### config.mk
export PLATFORM = sky130hd
export DESIGN_NAME = stpc_core
export DESIGN_NICKNAME = d
export VERILOG_FILES = /design/src/stpc_pkg.sv /design/src/stpc_core.sv
export VERILOG_INCLUDE_DIRS = /design/src
export SDC_FILE = /design/constraint.sdc
export NUM_CORES = 1
export LEC_CHECK = 0
export BUFFER_PORTS_ARGS = -buffer_cell sky130_fd_sc_hd__buf_2
export CELL_PAD_IN_SITES_DETAIL_PLACEMENT = 2
export CELL_PAD_IN_SITES_GLOBAL_PLACEMENT = 2
export CORE_MARGIN = 2
export CORE_UTILIZATION = 40
export DETAILED_ROUTE_END_ITERATION = 10
export PLACE_DENSITY_LB_ADDON = 0.1
export REMOVE_ABC_BUFFERS = 1
export SLEW_MARGIN = 20
export SYNTH_ARGS = -nofsm -noshare
export SYNTH_HDL_FRONTEND = slang
export SYNTH_SLANG_ARGS = --single-unit
### constraint.sdc
create_clock -name i_clk -period 3.9 [get_ports i_clk]
set_input_delay 0.78 -clock i_clk [delete_from_list [all_inputs] [get_ports i_clk]]
set_output_delay 0.78 -clock i_clk [all_outputs]
set_load 0.01 [all_outputs]
### src/stpc_cfg.svh
/*
 * Offsets, field positions, reset values and fixed codes of the status,
 * trigger and protection core. Assumes a 32-bit APB with byte addresses.
 */
// Functional notes
// - Falling-edge mask bit set: a 1-to-0 condition change latches an event.
// - Rising-edge mask bit set: a 0-to-1 condition change latches an event.
// - Both mask bits set: any change of that condition bit latches an event.
// - Both mask bits clear: no change of that bit ever latches an event.
// - Writing an edge mask may itself latch rising or falling events.
// - Edge masks accept 0 to 32727 and reset to zero.
// - Errors queue in arrival order; each read removes the oldest error.
// - Reading an empty error queue returns code zero, meaning no error.
// - Queue overflow replaces the final stored entry with code -350.
// - Front-panel errors bypass the remote queue and go to the display.
// - A trigger while armed moves pending voltage and current to output.
// - Accepting a trigger clears the waiting-for-trigger flag.
// - Continuous arming re-arms after each trigger and sets the flag again.
// - The bus is the only trigger source, also after reset.
// - Pending levels survive immediate writes until trigger or abort.
// - With nothing pending, the triggered level reads as the immediate one.
// - A trigger applies pending levels only when armed first, by an arm command or by continuous arming.
// - Output above the overvoltage limit disables output and sets the flag.
// - Protection clear removes the trip only once the cause is gone.
// - Overvoltage trip acts at once, ignoring the protection delay.
// - The event word holds events until read; a read returns and clears it.
// - The overvoltage flag is bit weight 1 of the questionable condition.
// - The waiting-for-trigger flag is bit weight 32 of operation condition.
// - Summary bit 3 is the OR of enabled questionable event bits.
`ifndef STPC_CFG_SVH
`define STPC_CFG_SVH

// ****************************************************************
// Register byte offsets
// ****************************************************************
`define STPC_CMD_OFS 12'h000
`define STPC_CONFIG_OFS 12'h004
`define STPC_TRIG_SRC_OFS 12'h008
`define STPC_QUESTIONABLE_SUMMARY_COND_OFS 12'h00c
`define STPC_QUESTIONABLE_SUMMARY_EVENT_OFS 12'h010
`define STPC_QUESTIONABLE_SUMMARY_ENABLE_OFS 12'h014
`define STPC_RISE_MASK_OFS 12'h018
`define STPC_FALL_MASK_OFS 12'h01c
`define STPC_OPER_COND_OFS 12'h020
`define STPC_STATUS_BYTE_OFS 12'h024
`define STPC_VOLT_IMM_OFS 12'h028
`define STPC_PENDING_VOLTAGE_LEVEL_OFS 12'h02c
`define STPC_CURR_IMM_OFS 12'h030
`define STPC_PENDING_CURRENT_LEVEL_OFS 12'h034
`define STPC_OV_LIMIT_OFS 12'h038
`define STPC_ERR_QUEUE_OFS 12'h03c
`define STPC_PROT_DELAY_OFS 12'h040

// ****************************************************************
// Fields, limits and codes
// ****************************************************************
`define STPC_CMD_ARM_BIT 0
`define STPC_CMD_TRIGGER_BIT 1
`define STPC_CMD_ABORT_BIT 2
`define STPC_CMD_PROT_CLEAR_BIT 3
`define STPC_CFG_CONT_BIT 0
`define STPC_CFG_OUTPUT_BIT 1
`define STPC_OV_BIT 0
`define STPC_WTG_BIT 5
`define STPC_QUESTIONABLE_SUMMARY_SUM_BIT 3
`define STPC_MASK_MAX 16'h7fd7
`define STPC_TRIG_SRC_BUS 16'h0000
`define STPC_ERR_NONE 16'h0000
`define STPC_ERR_OVERFLOW 16'hfea2
`define STPC_LEVEL_RST 16'h0000
`define STPC_OV_LIMIT_RST 16'hffff
`define STPC_PROT_DELAY_RST 16'h00c8

`endif

### src/stpc_pkg.sv
/*
 * Types of the status, trigger and protection core.
 * Assumes 16-bit status words and levels.
 */
package stpc_pkg;

  typedef enum logic [1:0] {
    ST_IDLE,
    ST_ARMED,
    ST_REARM
  } stpc_trig_type;

  typedef struct packed {
    logic [15:0] sync1;
    logic [15:0] sync2;
    logic [15:0] sync3;
    logic [15:0] cond;
    logic [15:0] cond_prev;
    logic [15:0] event_word;
    logic [15:0] enable_mask;
    logic [15:0] rise_mask;
    logic [15:0] fall_mask;
    logic [15:0] volt_imm;
    logic [15:0] curr_imm;
    logic [15:0] volt_pend;
    logic [15:0] curr_pend;
    logic pend_valid;
    logic [15:0] ov_limit;
    logic [15:0] prot_delay;
    logic ov_tripped;
    logic output_req;
    logic cont_arm;
    stpc_trig_type trig;
    logic [31:0] rdata;
    logic rd_pop;
    logic [15:0] local_err;
    logic local_err_valid;
  } stpc_state_type;

endpackage

### src/stpc_core.sv
/*
 * Status, trigger and overvoltage core of a programmable supply, an APB
 * slave. Assumes the questionable condition pins are asynchronous, while
 * the measured voltage and error reports come from logic on i_clk.
 */
`timescale 1ns/1ps
`default_nettype none
`include "stpc_cfg.svh"

module stpc_core #(
  parameter int ERR_DEPTH = 8
) (
  input wire logic i_clk,
  input wire logic i_nrst,
  input wire logic i_psel,
  input wire logic i_penable,
  input wire logic i_pwrite,
  input wire logic [11:0] i_paddr,
  input wire logic [31:0] i_pwdata,
  output logic o_pready,
  output logic [31:0] o_prdata,
  output logic o_pslverr,
  input wire logic [15:1] i_questionable_summary_cond,
  input wire logic [15:0] i_meas_volt,
  input wire logic i_err_valid,
  input wire logic [15:0] i_err_code,
  input wire logic i_err_local,
  output logic [15:0] o_volt_set,
  output logic [15:0] o_curr_set,
  output logic o_output_on,
  output logic o_questionable_summary,
  output logic o_local_err_valid,
  output logic [15:0] o_local_err
);

  localparam int PW = $clog2(ERR_DEPTH);

  // Refused at elaboration: one slot leaves no room for the overflow code.
  if (ERR_DEPTH < 2) begin : g_depth_check
    $error("ERR_DEPTH must be at least two");
  end

  // ****************************************************************
  // State
  // ****************************************************************
  stpc_pkg::stpc_state_type s_r;
  stpc_pkg::stpc_state_type s_nxt;
  logic [15:0] err_mem [ERR_DEPTH];
  logic [PW-1:0] rd_ptr_r;
  logic [PW-1:0] wr_ptr_r;
  logic [PW:0] cnt_r;

  logic setup;
  logic access;
  logic wr;
  logic rd;
  logic addr_ok;
  logic val_ok;
  logic [15:0] wd;
  logic [15:0] cond_now;
  logic [15:0] rise_hits;
  logic [15:0] fall_hits;
  logic [15:0] new_events;
  logic waiting_for_trigger_flag;
  logic arm_cmd;
  logic trig_cmd;
  logic abort_cmd;
  logic clr_cmd;
  logic trig_take;
  logic over_limit;
  logic push;
  logic pop;
  logic q_full;
  logic q_empty;

  function automatic logic is_addr(input logic [11:0] a, input logic [11:0] o);
    return a == o;
  endfunction

  assign setup = i_psel && !i_penable;
  assign access = i_psel && i_penable;
  assign wr = access && i_pwrite;
  assign rd = access && !i_pwrite;
  assign wd = i_pwdata[15:0];
  assign o_pready = access;
  assign o_pslverr = access && !(addr_ok && val_ok);
  assign o_prdata = s_r.rdata;
  assign waiting_for_trigger_flag = (s_r.trig == stpc_pkg::ST_ARMED);
  assign q_full = (cnt_r == (PW+1)'(ERR_DEPTH));
  assign q_empty = (cnt_r == '0);
  assign over_limit = i_meas_volt > s_r.ov_limit;

  // Masks above the documented maximum and any source but the bus fail.
  always_comb begin
    addr_ok = 1'b1;
    val_ok = 1'b1;
    if (is_addr(i_paddr, `STPC_CMD_OFS)) begin
      addr_ok = 1'b1;
    end else if (is_addr(i_paddr, `STPC_CONFIG_OFS)) begin
      addr_ok = 1'b1;
    end else if (is_addr(i_paddr, `STPC_TRIG_SRC_OFS)) begin
      val_ok = !i_pwrite || (wd == `STPC_TRIG_SRC_BUS);
    end else if (is_addr(i_paddr, `STPC_RISE_MASK_OFS) ||
                 is_addr(i_paddr, `STPC_FALL_MASK_OFS)) begin
      val_ok = !i_pwrite || (wd <= `STPC_MASK_MAX);
    end else if (is_addr(i_paddr, `STPC_QUESTIONABLE_SUMMARY_ENABLE_OFS)) begin
      val_ok = !i_pwrite || (wd <= `STPC_MASK_MAX);
    end else if ((i_paddr > `STPC_PROT_DELAY_OFS) ||
                 (i_paddr[1:0] != 2'h0)) begin
      addr_ok = 1'b0;
    end
  end

  assign arm_cmd = wr && addr_ok && is_addr(i_paddr, `STPC_CMD_OFS) &&
                   i_pwdata[`STPC_CMD_ARM_BIT];
  assign trig_cmd = wr && is_addr(i_paddr, `STPC_CMD_OFS) &&
                    i_pwdata[`STPC_CMD_TRIGGER_BIT];
  assign abort_cmd = wr && is_addr(i_paddr, `STPC_CMD_OFS) &&
                     i_pwdata[`STPC_CMD_ABORT_BIT];
  assign clr_cmd = wr && is_addr(i_paddr, `STPC_CMD_OFS) &&
                   i_pwdata[`STPC_CMD_PROT_CLEAR_BIT];
  assign trig_take = trig_cmd && waiting_for_trigger_flag;
  assign push = i_err_valid && !i_err_local;
  assign pop = rd && s_r.rd_pop;

  // ****************************************************************
  // Edge filters
  // ****************************************************************
  assign cond_now = s_r.cond;
  assign rise_hits = cond_now & ~s_r.cond_prev & s_r.rise_mask;
  assign fall_hits = ~cond_now & s_r.cond_prev & s_r.fall_mask;

  always_comb begin
    new_events = rise_hits | fall_hits;
    // A mask bit newly set against a condition already at its level
    // counts as that edge, as if the filter had just seen it happen.
    if (wr && val_ok && is_addr(i_paddr, `STPC_RISE_MASK_OFS)) begin
      new_events = new_events | (wd & ~s_r.rise_mask & cond_now);
    end
    if (wr && val_ok && is_addr(i_paddr, `STPC_FALL_MASK_OFS)) begin
      new_events = new_events | (wd & ~s_r.fall_mask & ~cond_now);
    end
  end

  // ****************************************************************
  // Next state
  // ****************************************************************
  always_comb begin
    s_nxt = s_r;
    s_nxt.sync1 = {i_questionable_summary_cond, 1'b0};
    s_nxt.sync2 = s_r.sync1;
    s_nxt.sync3 = s_r.sync2;
    // A pin bit moves only once the second and third stages agree.
    s_nxt.cond = (s_r.sync2 & ~(s_r.sync2 ^ s_r.sync3)) |
                 (s_r.cond & (s_r.sync2 ^ s_r.sync3));
    s_nxt.cond[`STPC_OV_BIT] = s_r.ov_tripped;
    s_nxt.cond_prev = s_r.cond;
    // Only bits already returned by a read are cleared; new ones win.
    s_nxt.event_word = s_r.event_word | new_events;
    if (rd && is_addr(i_paddr, `STPC_QUESTIONABLE_SUMMARY_EVENT_OFS)) begin
      s_nxt.event_word = (s_r.event_word & ~s_r.rdata[15:0]) |
                         new_events;
    end
    s_nxt.local_err_valid = i_err_valid && i_err_local;
    if (i_err_valid && i_err_local) begin
      s_nxt.local_err = i_err_code;
    end

    // Overvoltage trips on the clock edge after it is seen, with no delay count.
    if (over_limit) begin
      s_nxt.ov_tripped = 1'b1;
    end else if (clr_cmd) begin
      s_nxt.ov_tripped = 1'b0;
    end

    if (wr && val_ok) begin
      if (is_addr(i_paddr, `STPC_CONFIG_OFS)) begin
        s_nxt.cont_arm = i_pwdata[`STPC_CFG_CONT_BIT];
        s_nxt.output_req = i_pwdata[`STPC_CFG_OUTPUT_BIT];
      end else if (is_addr(i_paddr, `STPC_QUESTIONABLE_SUMMARY_ENABLE_OFS)) begin
        s_nxt.enable_mask = wd;
      end else if (is_addr(i_paddr, `STPC_RISE_MASK_OFS)) begin
        s_nxt.rise_mask = wd;
      end else if (is_addr(i_paddr, `STPC_FALL_MASK_OFS)) begin
        s_nxt.fall_mask = wd;
      end else if (is_addr(i_paddr, `STPC_VOLT_IMM_OFS)) begin
        s_nxt.volt_imm = wd;
      end else if (is_addr(i_paddr, `STPC_CURR_IMM_OFS)) begin
        s_nxt.curr_imm = wd;
      end else if (is_addr(i_paddr, `STPC_PENDING_VOLTAGE_LEVEL_OFS)) begin
        if (!s_r.pend_valid) begin
          s_nxt.curr_pend = s_r.curr_imm;
        end
        s_nxt.volt_pend = wd;
        s_nxt.pend_valid = 1'b1;
      end else if (is_addr(i_paddr, `STPC_PENDING_CURRENT_LEVEL_OFS)) begin
        if (!s_r.pend_valid) begin
          s_nxt.volt_pend = s_r.volt_imm;
        end
        s_nxt.curr_pend = wd;
        s_nxt.pend_valid = 1'b1;
      end else if (is_addr(i_paddr, `STPC_OV_LIMIT_OFS)) begin
        s_nxt.ov_limit = wd;
      end else if (is_addr(i_paddr, `STPC_PROT_DELAY_OFS)) begin
        s_nxt.prot_delay = wd;
      end
    end

    // ****************************************************************
    // Trigger sequencer
    // ****************************************************************
    case (s_r.trig)
      stpc_pkg::ST_IDLE: begin
        if (arm_cmd || s_r.cont_arm) begin
          s_nxt.trig = stpc_pkg::ST_ARMED;
        end
      end
      stpc_pkg::ST_ARMED: begin
        if (abort_cmd) begin
          s_nxt.trig = stpc_pkg::ST_IDLE;
        end else if (trig_take) begin
          if (s_r.pend_valid) begin
            s_nxt.volt_imm = s_r.volt_pend;
            s_nxt.curr_imm = s_r.curr_pend;
            s_nxt.pend_valid = 1'b0;
          end
          s_nxt.trig = s_r.cont_arm ? stpc_pkg::ST_REARM
                                    : stpc_pkg::ST_IDLE;
        end
      end
      stpc_pkg::ST_REARM: begin
        s_nxt.trig = abort_cmd ? stpc_pkg::ST_IDLE
                               : stpc_pkg::ST_ARMED;
      end
      default: begin
        s_nxt.trig = stpc_pkg::ST_IDLE;
      end
    endcase
    if (abort_cmd) begin
      s_nxt.pend_valid = 1'b0;
    end

    // ****************************************************************
    // Read data, captured in the setup cycle
    // ****************************************************************
    if (setup) begin
      s_nxt.rdata = '0;
      s_nxt.rd_pop = 1'b0;
      if (is_addr(i_paddr, `STPC_CONFIG_OFS)) begin
        s_nxt.rdata[`STPC_CFG_CONT_BIT] = s_r.cont_arm;
        s_nxt.rdata[`STPC_CFG_OUTPUT_BIT] = s_r.output_req;
      end else if (is_addr(i_paddr, `STPC_TRIG_SRC_OFS)) begin
        s_nxt.rdata[15:0] = `STPC_TRIG_SRC_BUS;
      end else if (is_addr(i_paddr, `STPC_QUESTIONABLE_SUMMARY_COND_OFS)) begin
        s_nxt.rdata[15:0] = s_r.cond;
      end else if (is_addr(i_paddr, `STPC_QUESTIONABLE_SUMMARY_EVENT_OFS)) begin
        s_nxt.rdata[15:0] = s_r.event_word;
      end else if (is_addr(i_paddr, `STPC_QUESTIONABLE_SUMMARY_ENABLE_OFS)) begin
        s_nxt.rdata[15:0] = s_r.enable_mask;
      end else if (is_addr(i_paddr, `STPC_RISE_MASK_OFS)) begin
        s_nxt.rdata[15:0] = s_r.rise_mask;
      end else if (is_addr(i_paddr, `STPC_FALL_MASK_OFS)) begin
        s_nxt.rdata[15:0] = s_r.fall_mask;
      end else if (is_addr(i_paddr, `STPC_OPER_COND_OFS)) begin
        s_nxt.rdata[`STPC_WTG_BIT] = waiting_for_trigger_flag;
      end else if (is_addr(i_paddr, `STPC_STATUS_BYTE_OFS)) begin
        s_nxt.rdata[`STPC_QUESTIONABLE_SUMMARY_SUM_BIT] = o_questionable_summary;
      end else if (is_addr(i_paddr, `STPC_VOLT_IMM_OFS)) begin
        s_nxt.rdata[15:0] = s_r.volt_imm;
      end else if (is_addr(i_paddr, `STPC_CURR_IMM_OFS)) begin
        s_nxt.rdata[15:0] = s_r.curr_imm;
      end else if (is_addr(i_paddr, `STPC_PENDING_VOLTAGE_LEVEL_OFS)) begin
        s_nxt.rdata[15:0] = s_r.pend_valid ? s_r.volt_pend
                                           : s_r.volt_imm;
      end else if (is_addr(i_paddr, `STPC_PENDING_CURRENT_LEVEL_OFS)) begin
        s_nxt.rdata[15:0] = s_r.pend_valid ? s_r.curr_pend
                                           : s_r.curr_imm;
      end else if (is_addr(i_paddr, `STPC_OV_LIMIT_OFS)) begin
        s_nxt.rdata[15:0] = s_r.ov_limit;
      end else if (is_addr(i_paddr, `STPC_PROT_DELAY_OFS)) begin
        s_nxt.rdata[15:0] = s_r.prot_delay;
      end else if (is_addr(i_paddr, `STPC_ERR_QUEUE_OFS)) begin
        s_nxt.rdata[15:0] = q_empty ? `STPC_ERR_NONE
                                    : err_mem[rd_ptr_r];
        s_nxt.rd_pop = !q_empty && !i_pwrite;
      end
    end
  end

  always_ff @(posedge i_clk or negedge i_nrst) begin
    if (!i_nrst) begin
      s_r <= '0;
      s_r.volt_imm <= `STPC_LEVEL_RST;
      s_r.curr_imm <= `STPC_LEVEL_RST;
      s_r.ov_limit <= `STPC_OV_LIMIT_RST;
      s_r.prot_delay <= `STPC_PROT_DELAY_RST;
      s_r.trig <= stpc_pkg::ST_IDLE;
    end else begin
      s_r <= s_nxt;
    end
  end

  // ****************************************************************
  // Error queue
  // ****************************************************************
  // A full queue overwrites its newest slot, so the oldest errors stay.
  always_ff @(posedge i_clk or negedge i_nrst) begin
    if (!i_nrst) begin
      rd_ptr_r <= '0;
      wr_ptr_r <= '0;
      cnt_r <= '0;
    end else begin
      if (pop) begin
        rd_ptr_r <= PW'((32'(rd_ptr_r) + 1) % ERR_DEPTH);
      end
      if (push && (!q_full || pop)) begin
        wr_ptr_r <= PW'((32'(wr_ptr_r) + 1) % ERR_DEPTH);
      end
      if (push && !q_full && !pop) begin
        cnt_r <= cnt_r + 1'b1;
      end else if (pop && !push) begin
        cnt_r <= cnt_r - 1'b1;
      end
    end
  end

  always_ff @(posedge i_clk) begin
    if (push && (!q_full || pop)) begin
      err_mem[wr_ptr_r] <= i_err_code;
    end else if (push) begin
      err_mem[PW'((32'(wr_ptr_r) + ERR_DEPTH - 1) % ERR_DEPTH)] <=
        `STPC_ERR_OVERFLOW;
    end
  end

  // ****************************************************************
  // Outputs
  // ****************************************************************
  assign o_volt_set = s_r.volt_imm;
  assign o_curr_set = s_r.curr_imm;
  assign o_output_on = s_r.output_req && !s_r.ov_tripped;
  assign o_questionable_summary = |(s_r.event_word & s_r.enable_mask);
  assign o_local_err_valid = s_r.local_err_valid;
  assign o_local_err = s_r.local_err;

  // ****************************************************************
  // Assertions
  // ****************************************************************
  logic [15:0] quiet_bits;
  assign quiet_bits = ~(s_r.rise_mask | s_r.fall_mask);
endmodule // stpc_core

`default_nettype wire

Word level (Yosys, flattened, before mapping)
Memories as Yosys holds them, arrays and structs flattened.
Cells that the tools add are included.
{"block": "word_totals", "ram_bits": 128, "wordCells": 271, "output_inout_bits": 85, "latch_bits": 0, "register_bits": 287, "n_memories": 1, "inputBits": 98, "rom_bits": 0}
{"name": "err_mem", "words": 8, "word_bits": 16, "read_ports": 1, "rd_clocked_by_memory_dff": 0, "wr": 1, "line": "stpc_core.sv:48", "text": "logic [15:0] err_mem [ERR_DEPTH];"}
{"block": "classes", "n_eq_ne": 21, "shifts": 0, "n_reduce_logical": 60, "bitwise": 34, "magnitude_cmp": 3, "n_addsub": 6, "n_div": 0, "n_mux": 119, "n_mul": 0}
{"op": "two-way mux 16 bit", "count": 34}
{"op": "two-way mux 97 bit", "count": 5}
{"op": "two-way mux 17 bit", "count": 17}
{"op": "bitwise AND 16 bit", "count": 12}
{"op": "two-way mux 32 bit", "count": 6}
{"op": "equality test 12 x 6 -> 1 bit (second input constant)", "count": 8}
{"op": "NOT 16 bit", "count": 6}
{"op": "bitwise OR 16 bit", "count": 6}
{"op": "two-way mux 81 bit", "count": 1}
{"op": "two-way mux 33 bit", "count": 2}
{"op": "two-way mux 65 bit", "count": 1}
{"op": "equality test 12 x 5 -> 1 bit (second input constant)", "count": 4}
{"op": "two-way mux 1 bit", "count": 39}
{"op": "OR reduction 16 bit", "count": 2}
{"op": "logical AND 1 bit", "count": 27}
{"op": "equality test 12 x 4 -> 1 bit (second input constant)", "count": 2}
{"op": "> comparator 16 bit", "count": 1}
{"op": "<= comparator 16 x 15 -> 1 bit (second input constant)", "count": 1}
{"op": "zero test 16 bit", "count": 1}
{"op": "XOR 16 bit", "count": 1}
{"op": "two-way mux 14 bit", "count": 1}
{"op": "equality test 12 x 3 -> 1 bit (second input constant)", "count": 1}
{"op": "equality test 12 x 7 -> 1 bit (second input constant)", "count": 1}
{"op": "> comparator 12 x 7 -> 1 bit (second input constant)", "count": 1}
{"op": "30 further kinds", "count": 63}

Depth between registers and ports, before layout
Gate-level depths: netlist of the first run.
{"block": "depth", "ltp_word": 45, "depth_mapped": 10, "ltp_nobuf": 10}

Least setup slack after synthesis of the first run
No wires, ideal clock.
{"block": "synth_path", "path_kind": "input to output", "start": "in i_paddr[5]", "end": "out o_pslverr", "t_required_ns": 3.120, "path_stages": 6, "slack_ns": 0.672, "n_path_buf": 1, "arrival_time_ns": 2.448, "cell_sequence": "or4b_1 -> buf_2 -> o32ai_4 -> o311ai_2 -> a311o_1 -> a21oi_1"}
{"block": "synth_between", "elab_chain_len": 11, "elab_cells_between_ends": 23, "classes_between": "order compare: 1; eq/ne: 5; mux: 11; reduce/logical: 6"}
{"item": "start, declared", "line": "stpc_core.sv:18", "text": "input wire logic [11:0] i_paddr,"}
{"item": "> comparator 12 x 7 -> 1 bit (no line)"}
{"item": "logical OR 1 bit", "line": "stpc_core.sv:108", "text": "end else if ((i_paddr > `STPC_PROT_DELAY_OFS) ||"}
{"item": "two-way mux 1 bit", "line": "stpc_core.sv:108"}
{"item": "two-way mux 1 bit", "line": "stpc_core.sv:106", "text": "end else if (is_addr(i_paddr, `STPC_QUESTIONABLE_SUMMARY_ENABLE_OFS)) begin"}
{"item": "two-way mux 1 bit", "line": "stpc_core.sv:103", "text": "end else if (is_addr(i_paddr, `STPC_RISE_MASK_OFS) ||"}
{"item": "two-way mux 1 bit", "line": "stpc_core.sv:101", "text": "end else if (is_addr(i_paddr, `STPC_TRIG_SRC_OFS)) begin"}
{"item": "two-way mux 1 bit", "line": "stpc_core.sv:99", "text": "end else if (is_addr(i_paddr, `STPC_CONFIG_OFS)) begin"}
{"item": "two-way mux 1 bit", "line": "stpc_core.sv:97", "text": "if (is_addr(i_paddr, `STPC_CMD_OFS)) begin"}
{"item": "logical AND 1 bit *", "line": "stpc_core.sv:86", "text": "assign o_pslverr = access && !(addr_ok && val_ok);"}
{"item": "zero test 1 bit *", "line": "stpc_core.sv:86"}
{"item": "logical AND 1 bit *", "line": "stpc_core.sv:86"}
{"item": "end, declared", "line": "stpc_core.sv:22", "text": "output logic o_pslverr,"}
Mark *: on every way between the ends. The rest lies on a longest branch, timed or not.

Worst setup path in the final report of the first run
{"block": "layout_path", "start": "in i_pwdata[12]", "end": "out o_pslverr"}
{"block": "layout_between", "elab_chain_len": 10, "elab_cells_between_ends": 12, "classes_between": "order compare: 1; mux: 5; reduce/logical: 6"}
{"item": "start, declared", "line": "stpc_core.sv:19", "text": "input wire logic [31:0] i_pwdata,"}
{"item": "<= comparator 16 x 15 -> 1 bit (no line)"}
{"item": "logical OR 1 bit", "line": "stpc_core.sv:105, stpc_core.sv:107"}
{"item": "two-way mux 1 bit", "line": "stpc_core.sv:106"}
{"item": "two-way mux 1 bit", "line": "stpc_core.sv:103"}
{"item": "two-way mux 1 bit *", "line": "stpc_core.sv:101"}
{"item": "two-way mux 1 bit *", "line": "stpc_core.sv:99"}
{"item": "two-way mux 1 bit *", "line": "stpc_core.sv:97"}
{"item": "logical AND 1 bit *", "line": "stpc_core.sv:86"}
{"item": "zero test 1 bit *", "line": "stpc_core.sv:86"}
{"item": "logical AND 1 bit *", "line": "stpc_core.sv:86"}
Marks and branches as above.

==> results of run 1 <==
[per-stage QoR]
stage                     setup slack [ps]  power (uW)   util
after floorplan                        285        5440      -
after global placement                 255        5890  0.431
after detailed placement               268        5980  0.431
after CTS                              251       11000  0.466
after global routing                   155       11200  0.466
final                                  282       10800  0.466
[how the worst max path moves through the flow]
| stage | cells after the start | to | start | slack (ps) |
|---|---|---|---|---|
| after floorplan | 5 | o_volt_set[0] | i_paddr[7] | 290 |
| after CTS | 7 | o_pslverr | i_pwdata[12] | 250 |
| after global routing | 7 | o_pslverr | i_pwdata[12] | 150 |
| after global placement | 7 | o_pslverr | i_pwdata[12] | 250 |
| after detailed placement | 7 | o_pslverr | i_pwdata[12] | 270 |
| final | 7 | o_pslverr | i_pwdata[12] | 280 |
[cells in the final DEF (no fill, tap or decap), drive strengths merged, types with 10 or more instances in the layout]
cell type	synthesis	final
clkbuf	59	66
maj3	15	15
mux2	109	109
inv	27	30
buf	132	237
conb	1	16
o21ai	93	93
nand2b	15	15
or3	11	11
dfrtp	268	268
a21o	23	23
nor4	15	15
mux4	32	32
nor2	110	110
mux2i	66	66
nand4	11	11
nand2	205	205
ha	21	21
nor3	47	47
a22oi	16	16
nand3	46	46
dfstp	19	19
o22ai	36	36
clkinv	0	11
and2	21	21
edfxtp	128	128
a211oi	10	10
a21oi	119	119
[flip-flops by register name (all words and copies together) (netlist names), named ones only]
register           cells
err_mem              128
s_r                  165
s_nxt                 31
rd_ptr_r               3
o_local_err_valid      1
o_prdata              16
cnt_r                  4
wr_ptr_r               3
o_local_err           16
o_volt_set            16
o_curr_set            16
cond_now               1
[Yosys cell counts, types with 8 or more instances]
library cell / n / area share
buf_2: 34 / 0.0084
a211oi_1: 10 / 0.0037
maj3_1: 15 / 0.0074
ha_1: 21 / 0.013
mux2_2: 109 / 0.060
xnor2_1: 8 / 0.0034
o22ai_1: 36 / 0.011
nor3_1: 44 / 0.011
dfrtp_1: 268 / 0.33
a21oi_1: 119 / 0.029
or3_1: 11 / 0.0034
nor4_1: 9 / 0.0028
buf_4: 86 / 0.032
nor2b_1: 8 / 0.0025
a21o_1: 23 / 0.0085
mux2i_1: 66 / 0.032
nand3b_1: 8 / 0.0030
nand2b_1: 15 / 0.0046
edfxtp_1: 128 / 0.19
o21ai_0: 78 / 0.019
a22oi_1: 16 / 0.0059
dfstp_2: 19 / 0.025
mux4_2: 32 / 0.035
a21boi_0: 8 / 0.0030
nand4_1: 8 / 0.0025
clkbuf_1: 59 / 0.011
o21ai_2: 8 / 0.0034
inv_1: 27 / 0.0050
nor2_1: 107 / 0.020
nand3_1: 45 / 0.011
and2_1: 19 / 0.0058
nand2_1: 202 / 0.037
[logic make-up after synthesis]
logic type | share of synthesized area
DFF | 0.543
muxes | 0.128
and+or+nand+nor | 0.131
adders and majority gates | 0.0213
xor gates and xnor gates | 0.00387
AOI/OAI and AO/OA | 0.113
buffers and inverters | 0.0602
other | 0.000184
[report_power, final]
part,internal [uW],switching [uW]
clock,2990,1950
combinational,338,617
sequential,4770,158
total,8100,2730
[routing by layer]
metal / vias to the layer above / global-route usage
met2: 352 / 0.470
li1: 6633 / -
met1: 7904 / 0.342
met4: 0 / 0.125
met3: 143 / 0.0298
met5: - / 0
[cell type report]
cell class	instances	area, um2	area share
sequential	415	11100	0.473
timing repair buffer	237	1460	0.0627
inverter	27	101	0.00434
clock buffer	66	1360	0.0582
clock inverter	23	373	0.0160
multi-input combinational	1167	8170	0.350
tap	672	841	0.0360
==> qor.yml, run 1 <==
status: "finished, final reports clean"
p_leak_uw: 0.00962
dp_hpwl_mm: 48.3
synth_cells: 1785
post_cts_resize_count: 0
cts_root_buf: "clkbuf_16"
grt_pass1_vias: 16900
hp-class: "in -> async"
placed_area_um2: 21600
clk_pin_slew_ps: 60
final_cell_area_um2: 23400
place_inst: 2518
clk_latency_ps: 620
power_density_nw_per_um2: 463
worst_slew_pin_slew_ps: 934
cp_common_cell: "buf_2"
maxCapViolCount: 0
wl_met3_mm: 2.45
cts_hold_buf: 0
numClockSinks: 415
synth_seq_cells: 415
area_growth_pct: 14.7
syn_avg_cell_area_um2: 11.4
worst-endpoint-required_ps: 3120
grt_pass1_wl_mm: 108
die_h_um: 230
h-tree-depth: 2
coreArea_um2: 50200
port_buffers: 150
crit_family: "simple AND/OR/NAND/NOR gates"
fillers: 5024
max_stage_delay_ps: 590
die_w_um: 230
crit_fanout: 4
fin_crit_ps: 3620
synthFlopType: "dfrtp_1"
via_count: 15000
cts_tree: "done"
drtPass1Iterations: 5
fin_setup_tns_ps: 0
synth.distinct_cells: 94
synth_edf_count: 128
grtUsageTotal: 0.272
r2r_slack_ps: 840
antenna_found_initial: 0
async_flop_share: 0.692
wirelength_mm: 70.5
num_rows: 82
worstRegToRegCells: 7
place_congestion: 0.894
crit_chain: "buf_2 > nand4_1 > nor4_1 > o311ai_2 > a311o_1 > a21oi_1 > buf_2"
hold_violations: 0
ant_nets: 0
dieArea_um2: 52700
cp-start-kind: "input port"
synth-seq-area-share: 0.543
ir_drop_mv: 0.418
fin_hold_ws_ps: 120
rsz0062_at_grt: "false"
crit_arrival_ps: 2840
end_kind: "output pin"
wl_met1_mm: 29.7
dr_wl_met2_mm: 35.3
slew_violations: 0
synth.yosys.warnings: 0
initial_core_util: 0.406
cts.path.max_buffers: 3
period_share: 0.928
top_layer: "met4"
antenna_cells: 0
ioPinCount: 183
post_cts.repair.setup_buffers: 0
layout-drive-gt1-share: 0.272
fmax_mhz: 276
syn_area_um2: 20400
grt_overflow: 0
wl_per_cell_um: 27.1
skew_ps: 20.3
grt_max_degree: 82
critPathKind: "in -> out"
reg2reg_from: "cnt_r[1]"
finalNonFillerCells: 2607
rr_endpoint: "err_mem[5][9]"
drtIter0Drc: 821
drc: 0
path_buf_inv: 2
via_per_inst: 5.77
worst_path_max_delay_cell: "nor4_1"
cts_made_buffers: 48
setup_viol: 0
nets: 2016
slew_headroom: 0.378
(Power assumes the default switching activity.)
==> run 2: changes to the inputs <==
--- a/config.mk
+++ b/config.mk
@@ -9,7 +9,6 @@
 export BUFFER_PORTS_ARGS = -buffer_cell sky130_fd_sc_hd__buf_2
 export CELL_PAD_IN_SITES_DETAIL_PLACEMENT = 2
 export CELL_PAD_IN_SITES_GLOBAL_PLACEMENT = 2
-export CORE_MARGIN = 2
 export CORE_UTILIZATION = 40
 export DETAILED_ROUTE_END_ITERATION = 10
 export PLACE_DENSITY_LB_ADDON = 0.1
==> run 2 against run 1 <==
  * Maximum frequency is 1.0% higher
  * Via count is 0.50% lower
  * Final area is 0.54% lower
  * Non-clock buffer count is 11 higher
  * First-iteration DRC count is 12% higher
  * Core utilization is 0.25 points lower
  * Sequential power hardly changed
  * Register-to-register slack better by 80 ps
  * Critical path depth stayed put
  * Die area is 1.7% lower
  * Combinational power is 1% higher
  * Critical endpoint unchanged
==> qor.yml, run 2 (synthesis gave the netlist of run 1 again) <==
drtPass1Iterations: 5  # unchanged
coreArea_um2: 50200  # unchanged
grt_overflow: 0  # unchanged
worst_path_max_delay_cell: "or4b_1"
fin_hold_ws_ps: 231  # +111 ps
drtIter0Drc: 919  # +12%
post_cts_resize_count: 0  # unchanged
crit_fanout: 6  # +2
via_per_inst: 5.72  # -0.84%
layout-drive-gt1-share: 0.275  # +0.00234
cts_tree: "done"
ioPinCount: 183  # unchanged
grt_pass1_wl_mm: 105  # -2.4%
largest_reg_flops: 165  # unchanged
grt_util_met3: 0.0347  # +0.00496
critPathKind: "in -> out"
clk_latency_ps: 590  # -30 ps
period_share: 0.919  # -0.00916
grt.met2_usage: 0.487  # +0.0162
ir_drop_mv: 0.400  # -4.3%
cts_root_buf: "clkbuf_16"
dp_hpwl_mm: 48.8  # +1.1%
wirelength_mm: 70.2  # -0.55%
crit_chain: "buf_2 > or4b_1 > o32ai_4 > o311ai_2 > a311o_1 > a21oi_1 > buf_2"
die_w_um: 228  # -0.87%
status: "finished, final reports clean"
slew_headroom: 0.364  # -0.0135
fin_setup_tns_ps: 0  # unchanged
initial_core_util: 0.406  # unchanged
hp-class: "in -> async"
top_register: "s_r"
p_leak_uw: 0.00958  # -0.45%
gr-usage-met1: 0.344  # +0.00214
layout_commonest_cell: "dfrtp_1"
end_kind: "output pin"
rsz0062_at_grt: "false"
cp-start-kind: "input port"
hold_violations: 0  # unchanged
top_usage_layer: "met2"
maxCapViolCount: 0  # unchanged
place_congestion: 0.889  # -0.62%
grtUsageTotal: 0.277  # +0.00470
grt_pass1_vias: 16400  # -3.3%
cts_made_buffers: 48  # unchanged
dieArea_um2: 51800  # -1.7%
fin_crit_ps: 3580  # -35.7 ps
worst_slew_pin_slew_ps: 954  # +20.3 ps
fmax_mhz: 279  # +1.0%
port_buffers: 150  # unchanged
numClockSinks: 415  # unchanged
skew_ps: 21.2  # +0.973 ps
antenna_cells: 0  # unchanged
crit_arrival_ps: 2800  # -40 ps
power_density_nw_per_um2: 443  # -4.5%
antenna_found_initial: 0  # unchanged
ant_nets: 0  # unchanged
via_count: 15000  # -0.50%
worst-endpoint-required_ps: 3120  # about the same
cp_common_cell: "buf_2"
cts_hold_buf: 0  # unchanged
num_rows: 82  # unchanged
area_growth_pct: 14.1
slew_violations: 0  # unchanged
h-tree-depth: 2  # unchanged
max_stage_delay_ps: 630  # +40 ps
drc: 0  # unchanged
setup_viol: 0  # unchanged
die_h_um: 228  # -0.87%
wl_per_cell_um: 26.8  # -0.89%
cts.path.max_buffers: 3  # unchanged
nets: 2027  # +0.55%
final_cell_mix: "266 x dfrtp_1, 202 x nand2_1, 149 x buf_2"
post_cts.repair.setup_buffers: 0  # unchanged
grt_max_degree: 96  # +17%
clk_pin_slew_ps: 60  # about the same
run 2: cell types whose count changed in the layout (fill, tap and decap cells not counted):
| cell | before | now |
|---|---|---|
| buf_4 | 83 | 94 |
| bufinv_16 | 8 | 0 |
| clkbuf_1 | 9 | 13 |
| clkbuf_8 | 9 | 11 |
| clkinv_1 | 3 | 1 |
| clkinv_4 | 0 | 2 |
| clkbuf_16 | 48 | 49 |
| clkinv_16 | 1 | 0 |
| clkinv_2 | 7 | 8 |
| inv_16 | 2 | 1 |
run 2: area by class of cell:
type,count,area (um2)
multi-input combinational,1167,8170
timing repair buffer,248,1550
fill,5058,26900
inverter,27,101
tap,672,841
clock inverter,14,97.6
sequential,415,11100
clock buffer,73,1430
run 2: worst max-delay path: cells and delay by family:
family | cells | cell delay, ps
buffers and inverters | 2 | 300
AO/OA/AOI/OAI | 4 | 1090
AND/OR/NAND/NOR | 1 | 630
run 2: through the flow:
stage | util | worst slack [ps] | area [um2] | cells | power, uW
after floorplan | - | 285 | 19300 | 1609 | 5440
after global placement | 0.433 | 387 | 21700 | 2529 | 5880
after detailed placement | 0.433 | 389 | 21700 | 2529 | 5980
after CTS | 0.463 | 328 | 23200 | 2616 | 10400
after global routing | 0.463 | 244 | 23200 | 2616 | 10700
final | 0.463 | 317 | 23200 | 2616 | 10300
run 2: report_power, final:
group / internal [uW] / switching (uW)
Clock: 2530 / 1860
Sequential: 4770 / 162
Combinational: 339 / 628
Total: 7640 / 2650
run 2: worst paths after layout:
| kind | endpoint | from | depth (start not counted) | slack (ps) |
|---|---|---|---|---|
| min in group i_clk | s_nxt[274] | i_questionable_summary_cond[10] | 1 | 290 |
| worst min-delay path | s_nxt[265] | i_nrst | 1 | 230 |
| max in group asynchronous | s_r[85] | i_nrst | 2 | 2670 |
| worst max-delay path | o_pslverr | i_paddr[5] | 7 | 320 |
| worst max register to register | err_mem[1][10] | cnt_r[1] | 6 | 920 |
| worst min register to register | s_nxt[252] | s_nxt[268] | 0 | 340 |
run 2: metal layers:
| metal | wire length (um) | part of all wire |
|---|---|---|
| met3 | 2390 | 0.034 |
| met2 | 35500 | 0.51 |
| met4 | 2570 | 0.037 |
| met1 | 29700 | 0.42 |
| met5 | 0 | 0 |
==> run 3: changes to the inputs <==
--- a/config.mk
+++ b/config.mk
@@ -12,7 +12,6 @@
 export CORE_UTILIZATION = 40
 export DETAILED_ROUTE_END_ITERATION = 10
 export PLACE_DENSITY_LB_ADDON = 0.1
-export REMOVE_ABC_BUFFERS = 1
 export SLEW_MARGIN = 20
 export SYNTH_ARGS = -nofsm -noshare
 export SYNTH_HDL_FRONTEND = slang
==> run 3 against run 2 <==
  * Core utilization grew 0.21 points
  * Global-route usage grew 0.20 points
  * Critical path depth is 1 higher
  * Worst setup slack worse by 83 ps
  * Register-to-register slack lost 120 ps
  * Die area is the same
  * Worst hold slack better by 40 ps
  * Final area is 0.45% higher
  * Maximum frequency decreased by 2.3%
  * Routed wire length up 0.64%
==> qor.yml, run 3 (synthesis gave the netlist of run 1 again) <==
status: "finished, final reports clean"
ir_drop_mv: 0.339  # -15%
antenna_found_initial: 1  # +1
numClockSinks: 415  # unchanged
antenna_cells: 0  # unchanged
power_uw: 10400  # +1.2%
reg2reg_from: "cnt_r[1]"
hold_violations: 0  # unchanged
top_layer: "met4"
die_h_um: 228  # unchanged
worstRegToRegCells: 7  # +1
clk_latency_ps: 600  # about the same
hp-class: "in -> async"
wl_per_cell_um: 27.0  # +0.64%
grt_max_degree: 99  # +3.1%
coreArea_um2: 50200  # unchanged
worst_slew_pin_slew_ps: 1130  # +177 ps
top_register: "s_r"
clk_pin_slew_ps: 60  # about the same
wl_met1_mm: 30.1  # +1.6%
post_cts.repair.setup_buffers: 0  # unchanged
slew_headroom: 0.246  # -0.119
area_growth_pct: 14.6
skew_ps: 21.2  # -0.0503 ps
worst-endpoint-required_ps: 3120  # about the same
p_leak_uw: 0.00962  # +0.45%
slew_violations: 0  # unchanged
layout-drive-gt1-share: 0.277  # +0.00257
grtUsageTotal: 0.279  # +0.00197
maxCapViolCount: 0  # unchanged
place_congestion: 0.903  # +1.6%
h-tree-depth: 2  # unchanged
drtPass1Iterations: 5  # unchanged
via_per_inst: 5.76  # +0.70%
ant_nets: 0  # unchanged
max_stage_delay_ps: 600  # -30 ps
final_cell_mix: "266 x dfrtp_1, 202 x nand2_1, 149 x buf_2"
period_share: 0.940  # +0.0213
crit_fanout: 12  # +6
setup_viol: 0  # unchanged
fin_crit_ps: 3670  # +83.3 ps
cts.path.max_buffers: 3  # unchanged
power_density_nw_per_um2: 446  # +0.77%
cts_made_buffers: 47  # -2.1%
post_cts_resize_count: 0  # unchanged
drtIter0Drc: 930  # +1.2%
grt_overflow: 0  # unchanged
drc: 0  # unchanged
cts_tree: "done"
layout_commonest_cell: "dfrtp_1"
rr_endpoint: "err_mem[5][15]"
cts_root_buf: "clkbuf_16"
ioPinCount: 183  # unchanged
grt_pass1_wl_mm: 106  # +1.1%
end_kind: "output pin"
port_buffers: 150  # unchanged
crit_arrival_ps: 2890  # +90 ps
initial_core_util: 0.406  # unchanged
largest_reg_flops: 165  # unchanged
crit_chain: "buf_2 > a21oi_1 > nor4_1 > buf_4 > o311ai_2 > a311o_1 > a21oi_1 > buf_2"
nets: 2026  # -0.049%
critPathKind: "in -> out"
die_w_um: 228  # unchanged
dp_hpwl_mm: 48.4  # -0.88%
fin_setup_tns_ps: 0  # unchanged
worst_path_max_delay_cell: "nor4_1"
dieArea_um2: 51800  # unchanged
cp-start-kind: "input port"
fmax_mhz: 273  # -2.3%
num_rows: 82  # unchanged
dr_wl_met2_mm: 35.6  # +0.33%
cts_hold_buf: 0  # unchanged
rsz0062_at_grt: "false"
r2r_slack_ps: 800  # -120 ps
grt_pass1_vias: 16400  # +0.27%
wl_met3_mm: 2.43  # +1.9%
wirelength_mm: 70.6  # +0.64%
via_count: 15100  # +0.70%
## run 3: changes by cell type in the layout (fill, tap and decap cells not counted), moves of 3 or more
cell and change:
buf_12 +5, buf_4 -5, clkbuf_1 -4, clkinv_2 +3
## run 3: worst max-delay path by stage
stage | startpoint | end | slack, ps | depth (start not counted)
after global placement | i_pwdata[4] | o_pslverr | 140 | 8
final | i_pwdata[4] | o_pslverr | 230 | 8
after floorplan | i_paddr[5] | o_pslverr | 670 | 6
after detailed placement | i_pwdata[4] | o_pslverr | 140 | 8
after global routing | i_pwdata[4] | o_pslverr | 130 | 8
after CTS | i_pwdata[4] | o_pslverr | 130 | 8
## run 3: power by group
part | total, uW | switching (uW) | internal (uW)
clock network | 4510 | 1910 | 2600
registers | 4930 | 163 | 4770
logic | 976 | 621 | 355
total | 10400 | 2690 | 7720
## run 3: critical path, delay by kind of cell
kind            cells  cell delay, ps
compound gates      4             780
buf+inv             3             710
simple gates        1             600
## run 3: per-stage QoR
step	setup slack, ps	utilization	hold WS, ps	instances	cell area [um2]
after global placement	135	0.434	333	2529	21800
after floorplan	672	-	331	1800	20400
final	234	0.465	271	2616	23300
after global routing	127	0.465	276	2616	23300
after CTS	132	0.465	269	2616	23300
after detailed placement	138	0.434	336	2529	21800
## run 3: cell type report
cell class,count,area [um2]
repair buffers,248,1610
fillers,5063,26800
inverters,27,101
flip-flops and latches,415,11100
clock buffers,68,1380
well taps,672,841
multi-input cells,1167,8170
clock inverters,19,191
## run 3: routing by layer
| layer | vias to the layer above | track usage |
|---|---|---|
| met5 | - | 0 |
| met4 | 0 | 0.100 |
| met3 | 125 | 0.0346 |
| met2 | 329 | 0.479 |
| met1 | 7966 | 0.360 |
| li1 | 6641 | - |
